[src/inc/cssc_map.vh]
// Selector codes, field positions and reset values for the state registers
`ifndef CSSC_MAP_VH
`define CSSC_MAP_VH

// ------------------------------------------------------------
// Register selector codes
// ------------------------------------------------------------
`define CSSC_SEL_EXEC 2'h0
`define CSSC_SEL_VTOR 2'h1
`define CSSC_SEL_SCR 2'h2

// ------------------------------------------------------------
// Execution state fields
// ------------------------------------------------------------
`define CSSC_EX_T_BIT 24
`define CSSC_EX_HI_MSB 26
`define CSSC_EX_HI_LSB 25
`define CSSC_EX_IDX_MSB 15
`define CSSC_EX_IDX_LSB 12
`define CSSC_EX_LO_MSB 11
`define CSSC_EX_LO_LSB 10
`define CSSC_EX_MASK 32'h0700fc00
`define CSSC_EX_RESET 32'h00000000

// ------------------------------------------------------------
// Vector table offset fields
// ------------------------------------------------------------
`define CSSC_VT_MSB 29
`define CSSC_VT_LSB 7
`define CSSC_VT_REGION_BIT 29
`define CSSC_VT_RESET 23'h000000

// ------------------------------------------------------------
// Low power control fields
// ------------------------------------------------------------
`define CSSC_SCR_ANYPEND_BIT 4
`define CSSC_SCR_DEEP_BIT 2
`define CSSC_SCR_EXITSLP_BIT 1
`define CSSC_SCR_RESET 3'h0

`endif

[src/core/cssc_core.v]
// Core execution state, vector table offset and low power control registers
`timescale 1ns/10ps
`include "cssc_map.vh"

// Function
// - Move-instruction reads of execution state always return zero.
// - Move-instruction writes to execution state change nothing.
// - Interrupted multi transfer records next register index in bits 15..12.
// - After servicing, the transfer resumes from the recorded index.
// - While holding multi transfer state, bits 26..25 and 11..10 are zero.
// - Conditional block covers at most four instructions; condition bit 0 follows the shifting mask.
// - State bit cleared only by reset, exchange branch, restore or vector.
// - Executing with instruction set bit at zero raises a fault.
// - Vector offset field holds bits 29..7 of table base offset.
// - Bit 29 selects code region (0) or SRAM region (1).
// - Vector offset bits 6..0 always zero, not stored.
// - Wake-on-any-pending at one lets disabled interrupts wake the core too.
// - Pending event wakes wait-for-event, else latched for the next one.
// - Send-event instruction wakes wait-for-event sleep only; external event input wakes either sleep.
// - Deep low power select picks sleep (0) or deep sleep (1).
// - Sleep after handler return set puts the core to sleep on return.
module cssc_core
(
    input wire clk,
    input wire rst_n,
    input wire sysreg_wr,
    input wire sysreg_rd,
    input wire [1:0] sysreg_sel,
    input wire [31:0] sysreg_wdata,
    output reg [31:0] sysreg_rdata_ff,
    output reg sysreg_rvalid_ff,
    input wire mtx_interrupt,
    input wire [3:0] mtx_next_idx,
    input wire mtx_resume,
    output reg mtx_resume_go_ff,
    output reg [3:0] mtx_resume_idx_ff,
    input wire cond_block_open,
    input wire [7:0] cond_block_val,
    input wire instr_retire,
    output reg [3:0] cond_block_cond_ff,
    output reg cond_block_active_ff,
    input wire bx_exec,
    input wire bx_target_bit0,
    input wire exc_return_restore,
    input wire [31:0] stacked_status,
    input wire vector_load,
    input wire vector_bit0,
    input wire fetch_exec,
    output reg inv_state_fault_ff,
    output reg [31:0] exec_state_ff,
    output reg [31:0] vector_table_base_ff,
    output reg vector_region_ff,
    input wire wait_for_event_instr,
    input wire send_event_instr,
    input wire ext_event,
    input wire irq_pend_enabled,
    input wire irq_pend_disabled,
    input wire exc_return_to_thread,
    output reg core_sleep_ff,
    output reg core_deep_sleep_ff,
    output reg wake_pulse_ff
);

localparam ST_RUN = 2'h0;
localparam ST_WFE = 2'h1;
localparam ST_EXIT_SLEEP = 2'h2;

// ------------------------------------------------------------
// External event synchroniser
// ------------------------------------------------------------
reg ext_s1_ff;
reg ext_s2_ff;
reg ext_s3_ff;
reg ext_lvl_ff;
wire ext_rise;

always @(posedge clk or negedge rst_n)
begin
    if (!rst_n)
    begin
        ext_s1_ff <= 1'b0;
        ext_s2_ff <= 1'b0;
        ext_s3_ff <= 1'b0;
        ext_lvl_ff <= 1'b0;
    end
    else
    begin
        ext_s1_ff <= ext_event;
        ext_s2_ff <= ext_s1_ff;
        ext_s3_ff <= ext_s2_ff;
        if (ext_s2_ff == ext_s3_ff)
            ext_lvl_ff <= ext_s3_ff;
    end
end

// A rise counts only once two late stages agree
assign ext_rise = ext_s2_ff & ext_s3_ff & ~ext_lvl_ff;

// ------------------------------------------------------------
// Execution state
// ------------------------------------------------------------
reg [31:0] nxt_exec_state;
reg [7:0] cur_cond;
reg [7:0] nxt_cond;
reg cur_t;

always @*
begin
    nxt_exec_state = exec_state_ff;
    cur_cond = {exec_state_ff[`CSSC_EX_IDX_MSB:`CSSC_EX_LO_LSB],
                exec_state_ff[`CSSC_EX_HI_MSB:`CSSC_EX_HI_LSB]};
    cur_t = exec_state_ff[`CSSC_EX_T_BIT];
    nxt_cond = cur_cond;
    if (exc_return_restore)
    begin
        // Unstacked value restores every field, T included
        nxt_exec_state = stacked_status & `CSSC_EX_MASK;
    end
    else if (mtx_interrupt)
    begin
        nxt_exec_state = 32'h00000000;
        nxt_exec_state[`CSSC_EX_T_BIT] = cur_t;
        nxt_exec_state[`CSSC_EX_IDX_MSB:`CSSC_EX_IDX_LSB] = mtx_next_idx;
    end
    else
    begin
        if (mtx_resume)
            nxt_cond = 8'h00;
        else if (cond_block_open)
            nxt_cond = cond_block_val;
        else if (instr_retire && cur_cond[3:0] != 4'h0)
        begin
            // Mask shifts once per instruction, empty after at most four
            if (cur_cond[2:0] == 3'h0)
                nxt_cond = 8'h00;
            else
                nxt_cond = {cur_cond[7:5], cur_cond[3:0], 1'b0};
        end
        nxt_exec_state = 32'h00000000;
        nxt_exec_state[`CSSC_EX_HI_MSB:`CSSC_EX_HI_LSB] = nxt_cond[1:0];
        nxt_exec_state[`CSSC_EX_IDX_MSB:`CSSC_EX_LO_LSB] = nxt_cond[7:2];
        nxt_exec_state[`CSSC_EX_T_BIT] = cur_t;
        if (vector_load)
            nxt_exec_state[`CSSC_EX_T_BIT] = vector_bit0;
        else if (bx_exec)
            nxt_exec_state[`CSSC_EX_T_BIT] = bx_target_bit0;
    end
end

always @(posedge clk or negedge rst_n)
begin
    if (!rst_n)
    begin
        exec_state_ff <= `CSSC_EX_RESET;
        mtx_resume_go_ff <= 1'b0;
        mtx_resume_idx_ff <= 4'h0;
        cond_block_cond_ff <= 4'h0;
        cond_block_active_ff <= 1'b0;
        inv_state_fault_ff <= 1'b0;
    end
    else
    begin
        exec_state_ff <= nxt_exec_state;
        mtx_resume_go_ff <= mtx_resume;
        if (mtx_resume)
            mtx_resume_idx_ff <=
                exec_state_ff[`CSSC_EX_IDX_MSB:`CSSC_EX_IDX_LSB];
        cond_block_cond_ff <= nxt_cond[7:4];
        cond_block_active_ff <= (nxt_cond[3:0] != 4'h0);
        inv_state_fault_ff <= fetch_exec & ~cur_t;
    end
end

// ------------------------------------------------------------
// Vector table offset and low power control
// ------------------------------------------------------------
reg [22:0] vt_off_ff;
reg [2:0] scr_ff;
wire wake_any;
wire wake_anypend;
wire wake_deep;
wire wake_exitslp;

assign wake_anypend = scr_ff[2];
assign wake_deep = scr_ff[1];
assign wake_exitslp = scr_ff[0];

always @(posedge clk or negedge rst_n)
begin
    if (!rst_n)
    begin
        vt_off_ff <= `CSSC_VT_RESET;
        scr_ff <= `CSSC_SCR_RESET;
        vector_table_base_ff <= 32'h00000000;
        vector_region_ff <= 1'b0;
    end
    else
    begin
        if (sysreg_wr && sysreg_sel == `CSSC_SEL_VTOR)
            vt_off_ff <= sysreg_wdata[`CSSC_VT_MSB:`CSSC_VT_LSB];
        if (sysreg_wr && sysreg_sel == `CSSC_SEL_SCR)
            scr_ff <= {sysreg_wdata[`CSSC_SCR_ANYPEND_BIT],
                       sysreg_wdata[`CSSC_SCR_DEEP_BIT],
                       sysreg_wdata[`CSSC_SCR_EXITSLP_BIT]};
        vector_table_base_ff <= {2'h0, vt_off_ff, 7'h00};
        vector_region_ff <= vt_off_ff[22];
    end
end

// ------------------------------------------------------------
// Register read port
// ------------------------------------------------------------
reg [31:0] nxt_rdata;

always @*
begin
    nxt_rdata = 32'h00000000;
    case (sysreg_sel)
        `CSSC_SEL_EXEC: nxt_rdata = 32'h00000000;
        `CSSC_SEL_VTOR: nxt_rdata = {2'h0, vt_off_ff, 7'h00};
        `CSSC_SEL_SCR:
        begin
            nxt_rdata[`CSSC_SCR_ANYPEND_BIT] = wake_anypend;
            nxt_rdata[`CSSC_SCR_DEEP_BIT] = wake_deep;
            nxt_rdata[`CSSC_SCR_EXITSLP_BIT] = wake_exitslp;
        end
        default: nxt_rdata = 32'h00000000;
    endcase
end

always @(posedge clk or negedge rst_n)
begin
    if (!rst_n)
    begin
        sysreg_rdata_ff <= 32'h00000000;
        sysreg_rvalid_ff <= 1'b0;
    end
    else
    begin
        sysreg_rvalid_ff <= sysreg_rd;
        // Idle data held at zero so stale values never leak
        sysreg_rdata_ff <= sysreg_rd ? nxt_rdata : 32'h00000000;
    end
end

// ------------------------------------------------------------
// Sleep and wake sequencing
// ------------------------------------------------------------
reg [1:0] slp_state_ff;
reg [1:0] nxt_slp_state;
reg evt_latch_ff;
reg nxt_evt_latch;
reg nxt_wake;
wire pend_wake;

// Disabled interrupts wake only when any-pending wake is set
assign pend_wake = irq_pend_enabled |
                   (irq_pend_disabled & wake_anypend);
assign wake_any = pend_wake | send_event_instr | ext_rise;

always @*
begin
    nxt_slp_state = slp_state_ff;
    nxt_evt_latch = evt_latch_ff;
    nxt_wake = 1'b0;
    case (slp_state_ff)
        ST_RUN:
        begin
            if (wait_for_event_instr)
            begin
                // Latch or same-cycle event consumed; latch stays set only when both occur
                if (evt_latch_ff || wake_any)
                    nxt_evt_latch = evt_latch_ff & wake_any;
                else
                    nxt_slp_state = ST_WFE;
            end
            else if (exc_return_to_thread && wake_exitslp)
            begin
                nxt_slp_state = ST_EXIT_SLEEP;
                if (wake_any)
                    nxt_evt_latch = 1'b1;
            end
            else if (wake_any)
                nxt_evt_latch = 1'b1;
        end
        ST_WFE:
        begin
            if (wake_any)
            begin
                nxt_slp_state = ST_RUN;
                nxt_wake = 1'b1;
            end
        end
        ST_EXIT_SLEEP:
        begin
            if (pend_wake || ext_rise)
            begin
                nxt_slp_state = ST_RUN;
                nxt_wake = 1'b1;
            end
            else if (send_event_instr)
                nxt_evt_latch = 1'b1;
        end
        default: nxt_slp_state = ST_RUN;
    endcase
end

always @(posedge clk or negedge rst_n)
begin
    if (!rst_n)
    begin
        slp_state_ff <= ST_RUN;
        evt_latch_ff <= 1'b0;
        wake_pulse_ff <= 1'b0;
        core_sleep_ff <= 1'b0;
        core_deep_sleep_ff <= 1'b0;
    end
    else
    begin
        slp_state_ff <= nxt_slp_state;
        evt_latch_ff <= nxt_evt_latch;
        wake_pulse_ff <= nxt_wake;
        core_sleep_ff <= (nxt_slp_state != ST_RUN) & ~wake_deep;
        core_deep_sleep_ff <= (nxt_slp_state != ST_RUN) & wake_deep;
    end
end

endmodule

[config.mk]
export PLATFORM = sky130hd
export DESIGN_NAME = cssc_core
export DESIGN_NICKNAME = d
export VERILOG_FILES = /design/src/core/cssc_core.v
export VERILOG_INCLUDE_DIRS = /design/src /design/src/inc
export SDC_FILE = /design/constraint.sdc
export NUM_CORES = 1
export LEC_CHECK = 0
export ABC_AREA = 1
export BUFFER_PORTS_ARGS = -buffer_cell sky130_fd_sc_hd__buf_2
export CORE_ASPECT_RATIO = 0.6
export CORE_MARGIN = 2
export CORE_UTILIZATION = 45
export DETAILED_ROUTE_END_ITERATION = 8
export PLACE_DENSITY = 0.77
export SYNTH_ARGS = -nofsm -noshare
export SYNTH_HDL_FRONTEND = slang
export SYNTH_SLANG_ARGS = --single-unit
[constraint.sdc]
create_clock -name clk -period 2.8 [get_ports clk]
set_input_delay 0.28 -clock clk [delete_from_list [all_inputs] [get_ports clk]]
set_output_delay 0.28 -clock clk [all_outputs]
set_load 0.02 [all_outputs]
==> results.cfg, run 1 <==
[yosys]
synth_seq_cells = 106
yosysUniqueCellTypes = 28
synth_fa_ha_area_frac = 0.0149
synthXorXnorAreaFrac = 0
synthesis.area_mm2 = 0.00421
ys_warn_count = 0
synthMuxAreaShare = 0.00268
synth_cells = 421
synth_top_family_by_area = simple AND/OR/NAND/NOR gates
yosys.area.top_type = dfrtp_1
yosys.area_share.simple = 0.159
syn_area_per_cell_um2 = 9.99
yosys-top-cells-area = dfrtp_1, buf_4, nand2_1, nor2_1, inv_1
synth_top_area_share = 0.631
synth-compound-area-share = 0.0669
ys_seq_area_frac = 0.631

[worst_setup_path]
crit_path_start = ext_s2_ff
end_kind = register
crit_type = register to register
critPathArrivalTime_ps = 1680
critPathLaunchType = register
r2r-start = ext_s2_ff
worst-path-max-fanout = 5
worstPathRequired_ps = 3050

[place]
gp_congestion = 0.868
numPortBuffers = 142
placedCellCount = 669
dp_hpwl_mm = 6.36
dp_worst_setup_slack_ps = 1270

[grt]
grt_pass1_wl_mm = 13.9
overflow = 0
grt_start_max_net_pins = 107
grt.total_usage = 0.177
grt_pass1_vias = 2921
antenna_found_initial = 0

[timing]
finalCritPeriodShare = 0.511
setup_slack_ps = 1370
drv_slew = 0
setup-tns-final_ps = 0
worst_pin_slew_ps = 911
timing.fmax_mhz = 699
fin_skew_ps = 7.91
hold_viol_final = 5
max_slew_margin = 0.391
rsz0062_at_grt = false
whs_ps = -8.83
period_needed_ps = 1430
setup_viol = 0

[clock_network]
post_cts_resized = 0
clk_pin_slew_ps = 70
clock_latency_ps = 330
postCtsHoldBufs = 0
tritoncts = done
cts-root-buf = clkbuf_16
clock_path_buffers = 2
cts_sinks = 106
htreeDepth = 3
cts_buffers = 9
postCtsSetupBuffers = 0

[finish]
area_delta_synth_final_pct = 24.1
final_cells = 685
nets = 667
diodes = 0
drive_above_1_share = 0.315
fillers = 809

[hold_path]
holdCritPathClass = input pin to async pin

[floorplanning]
fp.dieW_um = 129
initial_core_util = 0.461
core_area_mm2 = 0.00912
placementRows = 27
dieArea_mm2 = 0.0102
boundaryPins = 210
die_h_um = 78.9

[power]
powerDensity_mw_per_mm2 = 748
ir_worst_vdd_mv = 0.442
p_leak_nw = 2.95

[status]
violations = negative hold slack
outcome = finished with violations

[drt]
drcViolationCount = 0
first_pass_iters = 4
wirelength_mm = 8.57
wl_per_cell_um = 12.5
viasPerCell = 4.44
ant_nets = 0
num_vias = 3044
dr.first_iter.drc_count = 182

[job]
maxCapViolations = 0
path summary, 6_finish.rpt:
path	cells past startpoint	end	slack (ps)
worst min-delay path	2	evt_latch_ff	-9
max in group asynchronous	2	exec_state_ff[14]	2390
worst min register to register	0	ext_s2_ff	360
worst max-delay path	10	core_deep_sleep_ff	1370
worst max register to register	10	core_deep_sleep_ff	1370
min in group clk	1	ext_s1_ff	60
cell type report:
type / instances / area, um^2 / area share
clock buffer: 9 / 225 / 0.0432
clock inverter: 7 / 108 / 0.0206
inverter: 50 / 189 / 0.0362
multi-input combinational: 254 / 1170 / 0.223
sequential: 106 / 2650 / 0.508
tap: 116 / 145 / 0.0278
timing repair buffer: 143 / 733 / 0.140
Yosys cell counts (all sizes together):
master / number
nand4: 1
o211ai: 3
nand2: 76
nor3: 1
buf: 48
inv: 48
ha: 5
a21o: 1
nand3b: 1
o21ai: 15
conb: 1
a31oi: 2
clkinv: 2
nand3: 10
dfrtp: 106
a21oi: 31
nor2: 69
mux2: 1
report_power, final:
part | internal (mW) | switching, mW
clock | 0.801 | 0.569
sequential | 1.72 | 0.0916
combinational | 0.234 | 0.487
total | 2.75 | 1.15
cell usage in the layout (no fill, tap or decap), types with 3 or more instances in the layout:
cell and instances:
a21oi_1 31, buf_2 141, clkbuf_16 9, conb_1 38, dfrtp_1 106, ha_1 5
inv_1 43, inv_2 5, nand2_1 71, nand2_2 5, nand3_1 9, nor2_1 65
nor2_4 3, o21ai_0 6, o21ai_1 8
registers in the layout, indices dropped and copies added, names as in the netlist:
signal                cells
sysreg_rdata_ff          26
vector_table_base_ff     23
vt_off_ff                23
exec_state_ff             9
cond_block_cond_ff        4
mtx_resume_idx_ff         4
scr_ff                    3
slp_state_ff              2
cond_block_active_ff      1
core_deep_sleep_ff        1
core_sleep_ff             1
evt_latch_ff              1
ext_lvl_ff                1
ext_s1_ff                 1
ext_s2_ff                 1
ext_s3_ff                 1
inv_state_fault_ff        1
mtx_resume_go_ff          1
sysreg_rvalid_ff          1
wake_pulse_ff             1
stage by stage:
stage          power (mW)   util  instance area [um^2]
3_5_place_dp         2.57  0.536                  4890
5_1_grt              4.12  0.572                  5220
2_1_floorplan        2.33      -                  4350
4_1_cts              3.95  0.572                  5220
6_report             3.90  0.572                  5220
3_3_place_gp         2.53  0.536                  4890
worst max-delay path: stages, from the launching register on:
cell,delay (ps)
dfrtp_1,380
ha_1,190
inv_1,90
nor2_4,50
nor2_4,160
nand2_1,70
nand2_1,60
nand2_1,50
nand2_1,90
nand2_2,70
a21oi_1,160
cells by family after synthesis:
kind of cell / Yosys count
AND/OR/NAND/NOR: 158
AO/OA/AOI/OAI: 52
adder cells (fa/ha/maj): 5
other: 1
flip-flops: 106
buffers and inverters: 98
multiplexers: 1
metal layers:
layer / up-vias / wire length, um / GRT usage
met4: 0 / 40 / 0.0424
met1: 1404 / 3730 / 0.232
met2: 133 / 4110 / 0.289
met5: - / 0 / 0
met3: 6 / 682 / 0.0593
li1: 1501 / - / -
No activity file was read; power rests on OpenSTA's default activity.
==> run 2: changes to the inputs <==
==> constraint.sdc (replaced) <==
create_clock -name clk -period 1.5 [get_ports clk]
set_input_delay 0.15 -clock clk [delete_from_list [all_inputs] [get_ports clk]]
set_output_delay 0.15 -clock clk [all_outputs]
set_load 0.02 [all_outputs]
==> results.cfg, run 2 (synthesis results as in run 1) <==
[grt]
grt_pass1_wl_mm = 13.6
grt_pass1_vias = 2857
overflow = 0
grt_start_max_net_pins = 107
antenna_found_initial = 0
grt.total_usage = 0.171

[timing]
timing.fmax_mhz = 718
setup_slack_ps = 107
drv_slew = 0
hold_viol_final = 0
max_slew_margin = 0.628
finalCritPeriodShare = 0.929
fin_skew_ps = 4.15
setup_viol = 0
worst_pin_slew_ps = 558
rsz0062_at_grt = false
period_needed_ps = 1390
whs_ps = 15.9
setup-tns-final_ps = 0

[finish]
top_regs = sysreg_rdata_ff (26), vector_table_base_ff (23), vt_off_ff (23)
area_delta_synth_final_pct = 25.2
utilization = 0.577
final_common_cell = buf_2
drive_above_1_share = 0.318
final_cells = 691
diodes = 0
regMostFlops = sysreg_rdata_ff
layout_common_cells = buf_2, dfrtp_1, nand2_1
nets = 673
fillers = 804
design_area_mm2 = 0.00527
largest_register_ffs = 26
regArea_mm2 = 0.00265
multi_input_area_mm2 = 0.00117

[power]
p_clk_frac = 0.337
seq_power_share = 0.471
p_sw_frac = 0.303
internal_power_mw = 5.00
powerDensity_mw_per_mm2 = 1360
ir_worst_vdd_mv = 0.731
p_total_mw = 7.17
p_leak_nw = 2.98
comb_power_share = 0.191
power.switching_mw = 2.17

[clock_network]
tritoncts = done
cts_buffers = 9
htreeDepth = 3
clock_path_buffers = 2
clk_pin_slew_ps = 70
clock_latency_ps = 330
cts-root-buf = clkbuf_16
postCtsSetupBuffers = 0
cts_sinks = 106

[place]
numPortBuffers = 142
placedCellCount = 671
dp_hpwl_mm = 6.38
dp_worst_setup_slack_ps = 84.8
postPlaceCellArea_mm2 = 0.00490
gp_congestion = 0.892

[drt]
wl_per_cell_um = 12.4
num_vias = 3118
dr.first_iter.drc_count = 238
drcViolationCount = 0
viasPerCell = 4.51
wirelength_mm = 8.55
first_pass_iters = 4
ant_nets = 0

[floorplanning]
core_area_mm2 = 0.00912
placementRows = 27
initial_core_util = 0.461
boundaryPins = 210
dieArea_mm2 = 0.0102
die_h_um = 78.9
fp.dieW_um = 129

[hold_path]
min_from = stacked_status[11]
holdCritPathClass = input pin to register
hold_depth = 3

[worst_setup_path]
crit_type = register to register
crit_path_start = ext_s2_ff
critPathArrivalTime_ps = 1650
r2r_cells = 10
critPathLaunchType = register
slowest_stage = dfrtp_1
worst-path-max-fanout = 5
r2r_end = core_sleep_ff
end_kind = register
endpoint = core_sleep_ff
rrSetupSlack_ps = 110
r2r-start = ext_s2_ff
critical-path-max-stage-delay_ps = 380
crit_path_cell_trace = ha_1 -> inv_2 -> nor2_4 -> nor2_4 -> nand2_1 -> nand2_1 -> nand2_1 -> nand2_1 -> nand2_2 -> a21oi_1
worstPathRequired_ps = 1760
cpMostUsedCell = nand2_1

[job]
maxCapViolations = 0

[status]
outcome = finished clean
## run 2: final cells by class
type | instances | area share
multi-input combinational | 254 | 0.222
inverter | 50 | 0.0359
clock buffer | 9 | 0.0428
clock inverter | 7 | 0.0181
tap | 116 | 0.0276
sequential | 106 | 0.504
timing repair buffer | 149 | 0.150
## run 2: repair_timing
item	in CTS	in global routing
hold buffers	4	0
endpoints found under the hold margin	109	0
endpoints found under the setup margin	0	3
gates resized for setup	0	2
## run 2: worst min-delay path by stage
stage | slack [ps] | end
6_report | 20 | exec_state_ff[11]
5_1_grt | 20 | exec_state_ff[26]
4_1_cts | 9 | exec_state_ff[11]
3_5_place_dp | 260 | evt_latch_ff
3_3_place_gp | 250 | wake_pulse_ff
2_1_floorplan | -150 | cond_block_active_ff
## run 2: power groups by stage
stage | combinational [mW] | sequential, mW | clock (mW)
after global placement | 1.31 | 3.42 | 0
after detailed placement | 1.36 | 3.44 | 0
final | 1.37 | 3.38 | 2.42
after CTS | 1.37 | 3.38 | 2.48
after global routing | 1.53 | 3.42 | 2.61
after floorplan | 0.676 | 3.68 | 0
## run 2: worst max-delay path: cells and delay by family (launching register included)
| family | cells | cell delay (ps) |
|---|---|---|
| adder cells (fa/ha/maj) | 1 | 200 |
| AO/OA/AOI/OAI | 1 | 130 |
| flip-flops | 1 | 380 |
| AND/OR/NAND/NOR | 7 | 540 |
| buffers and inverters | 1 | 70 |
## run 2: metal layers
layer	part of all wire	global-route usage	wire length (um)	vias to the layer above
li1	-	-	-	1522
met1	0.46	0.234	3920	1458
met2	0.46	0.270	3960	132
met3	0.073	0.0519	625	6
met4	0.0042	0.0391	36	0
met5	0	0	0	-
==> run 3: changes to the inputs <==
==> constraint.sdc (replaced) <==
create_clock -name clk -period 1.3 [get_ports clk]
set_input_delay 0.13 -clock clk [delete_from_list [all_inputs] [get_ports clk]]
set_output_delay 0.13 -clock clk [all_outputs]
set_load 0.02 [all_outputs]
==> results.cfg, run 3 (synthesis results as in run 1) <==
[place]
dp_worst_setup_slack_ps = -75.4
numPortBuffers = 142
dp_hpwl_mm = 6.36
gp_congestion = 0.934

[worst_setup_path]
crit_type = register to register
worst-path-max-fanout = 3
worstPathRequired_ps = 1530
r2r_end = evt_latch_ff
crit_path_cell_trace = ha_2 -> inv_2 -> nor2_4 -> nor2_4 -> nand2_2 -> o21ai_2 -> nand2_1 -> o21ai_1 -> nand2_1
rrSetupSlack_ps = -50
critPathLaunchType = register
end_kind = register
r2r-start = ext_s3_ff
critical-path-max-stage-delay_ps = 380
worstPathBufferInverterCount = 1
slowest_stage = dfrtp_1
r2r_cells = 9
critPathArrivalTime_ps = 1580
cp_top_family = flip-flops

[floorplanning]
die_h_um = 78.9
dieArea_mm2 = 0.0102
core_area_mm2 = 0.00912
fp.dieW_um = 129
placementRows = 27
boundaryPins = 210
initial_core_util = 0.461

[power]
comb_power_share = 0.210
p_sw_frac = 0.310
ir_worst_vdd_mv = 0.949
seq_power_share = 0.477
p_leak_nw = 3.02
powerDensity_mw_per_mm2 = 1520
internal_power_mw = 5.65
power.switching_mw = 2.53
p_total_mw = 8.18
p_clk_frac = 0.313

[clock_network]
cts_buffers = 9
cts_sinks = 106
clock_latency_ps = 340
clk_pin_slew_ps = 70
cts-root-buf = clkbuf_16
tritoncts = done
htreeDepth = 3
clock_path_buffers = 2

[finish]
area_delta_synth_final_pct = 27.6
final_common_cell = buf_2
regMostFlops = sysreg_rdata_ff
layout_common_cells = buf_2, dfrtp_1, nand2_1
fillers = 764
drive_above_1_share = 0.336
utilization = 0.588
top_regs = sysreg_rdata_ff (26), vector_table_base_ff (23), vt_off_ff (23)
diodes = 0
nets = 684
largest_register_ffs = 26

[status]
violations = negative setup slack
outcome = finished with violations

[timing]
worst_pin_slew_ps = 545
fin_skew_ps = 5.76
rsz0062_at_grt = true
finalCritPeriodShare = 1.04
hold_viol_final = 0
setup_viol = 4
timing.fmax_mhz = 739
max_slew_margin = 0.636
period_needed_ps = 1350
setup_slack_ps = -52.7
drv_slew = 0

[grt]
grt_pass1_vias = 2993
grt.total_usage = 0.177
overflow = 0
grt_pass1_wl_mm = 13.9
grt_start_max_net_pins = 107
antenna_found_initial = 0

[drt]
drcViolationCount = 0
num_vias = 3200
ant_nets = 0
wl_per_cell_um = 12.5
first_pass_iters = 4
dr.first_iter.drc_count = 142
viasPerCell = 4.56
wirelength_mm = 8.77

[hold_path]
holdCritPathClass = input pin to register
min_from = mtx_next_idx[1]
hold_depth = 3
min_to = exec_state_ff[13]

[job]
maxCapViolations = 0
run 3: cell types whose count changed in the layout (fill, tap and decap cells not counted), moves of 2 or more:
cell and delta:
dlygate4sd3_1 +5, inv_8 -2, ha_2 +3, buf_4 +5
ha_1 -3
run 3: per-layer routing:
| metal | share of wire | vias up | GRT usage |
|---|---|---|---|
| met1 | 0.44 | 1514 | 0.223 |
| met2 | 0.47 | 134 | 0.287 |
| li1 | - | 1538 | - |
| met5 | 0 | - | 0 |
| met3 | 0.076 | 14 | 0.0647 |
| met4 | 0.012 | 0 | 0.0543 |
run 3: how the worst max path moves through the flow:
stage          startpoint           end  slack, ps  cells past startpoint
2_1_floorplan   ext_s2_ff  evt_latch_ff         10                      9
3_3_place_gp    ext_s2_ff  evt_latch_ff        -30                      9
6_report        ext_s3_ff  evt_latch_ff        -50                      9
4_1_cts         ext_s3_ff  evt_latch_ff        -30                      9
3_5_place_dp    ext_s2_ff  evt_latch_ff        -80                      9
5_1_grt         ext_s3_ff  evt_latch_ff       -180                      9
run 3: cell type report:
type | instances | area, um^2 | share of cell area
multi-input cells | 254 | 1190 | 0.223
clock inverters | 6 | 60.1 | 0.0112
flip-flops and latches | 106 | 2650 | 0.494
repair buffers | 160 | 896 | 0.167
well taps | 116 | 145 | 0.0270
clock buffers | 10 | 229 | 0.0427
inverters | 50 | 189 | 0.0352
run 3: repair_timing:
action / in CTS / in global routing
setup endpoints to repair: 4 / 12
pin swaps: 7 / 3
resized for setup: 7 / 3
setup buffers: 2 / 4
cloned: 0 / 0
hold buffers: 9 / 0
endpoints found under the hold margin: 114 / 0
run 3: through the flow:
step	instances	hold WS (ps)	instance area, um^2	TNS [ps]
final	702	20.6	5370	-95.1
after global placement	671	236	4920	-81.9
after global routing	702	3.82	5370	-608
after detailed placement	671	239	4920	-196
after CTS	698	6.16	5330	-29.5
after floorplan	458	-166	4350	0
run 3: power by group through the flow:
stage	Clock (mW)	Sequential, mW	Combinational (mW)
2_1_floorplan	0	4.24	0.791
4_1_cts	2.63	3.90	1.66
3_3_place_gp	0	3.94	1.52
3_5_place_dp	0	3.96	1.59
6_report	2.56	3.90	1.72
5_1_grt	2.76	3.96	1.90
run 3: tightest hold or removal path: cells and delay by family:
| family | cells | cell delay (ps) |
|---|---|---|
| simple gates | 2 | 120 |
| buf+inv | 1 | 70 |
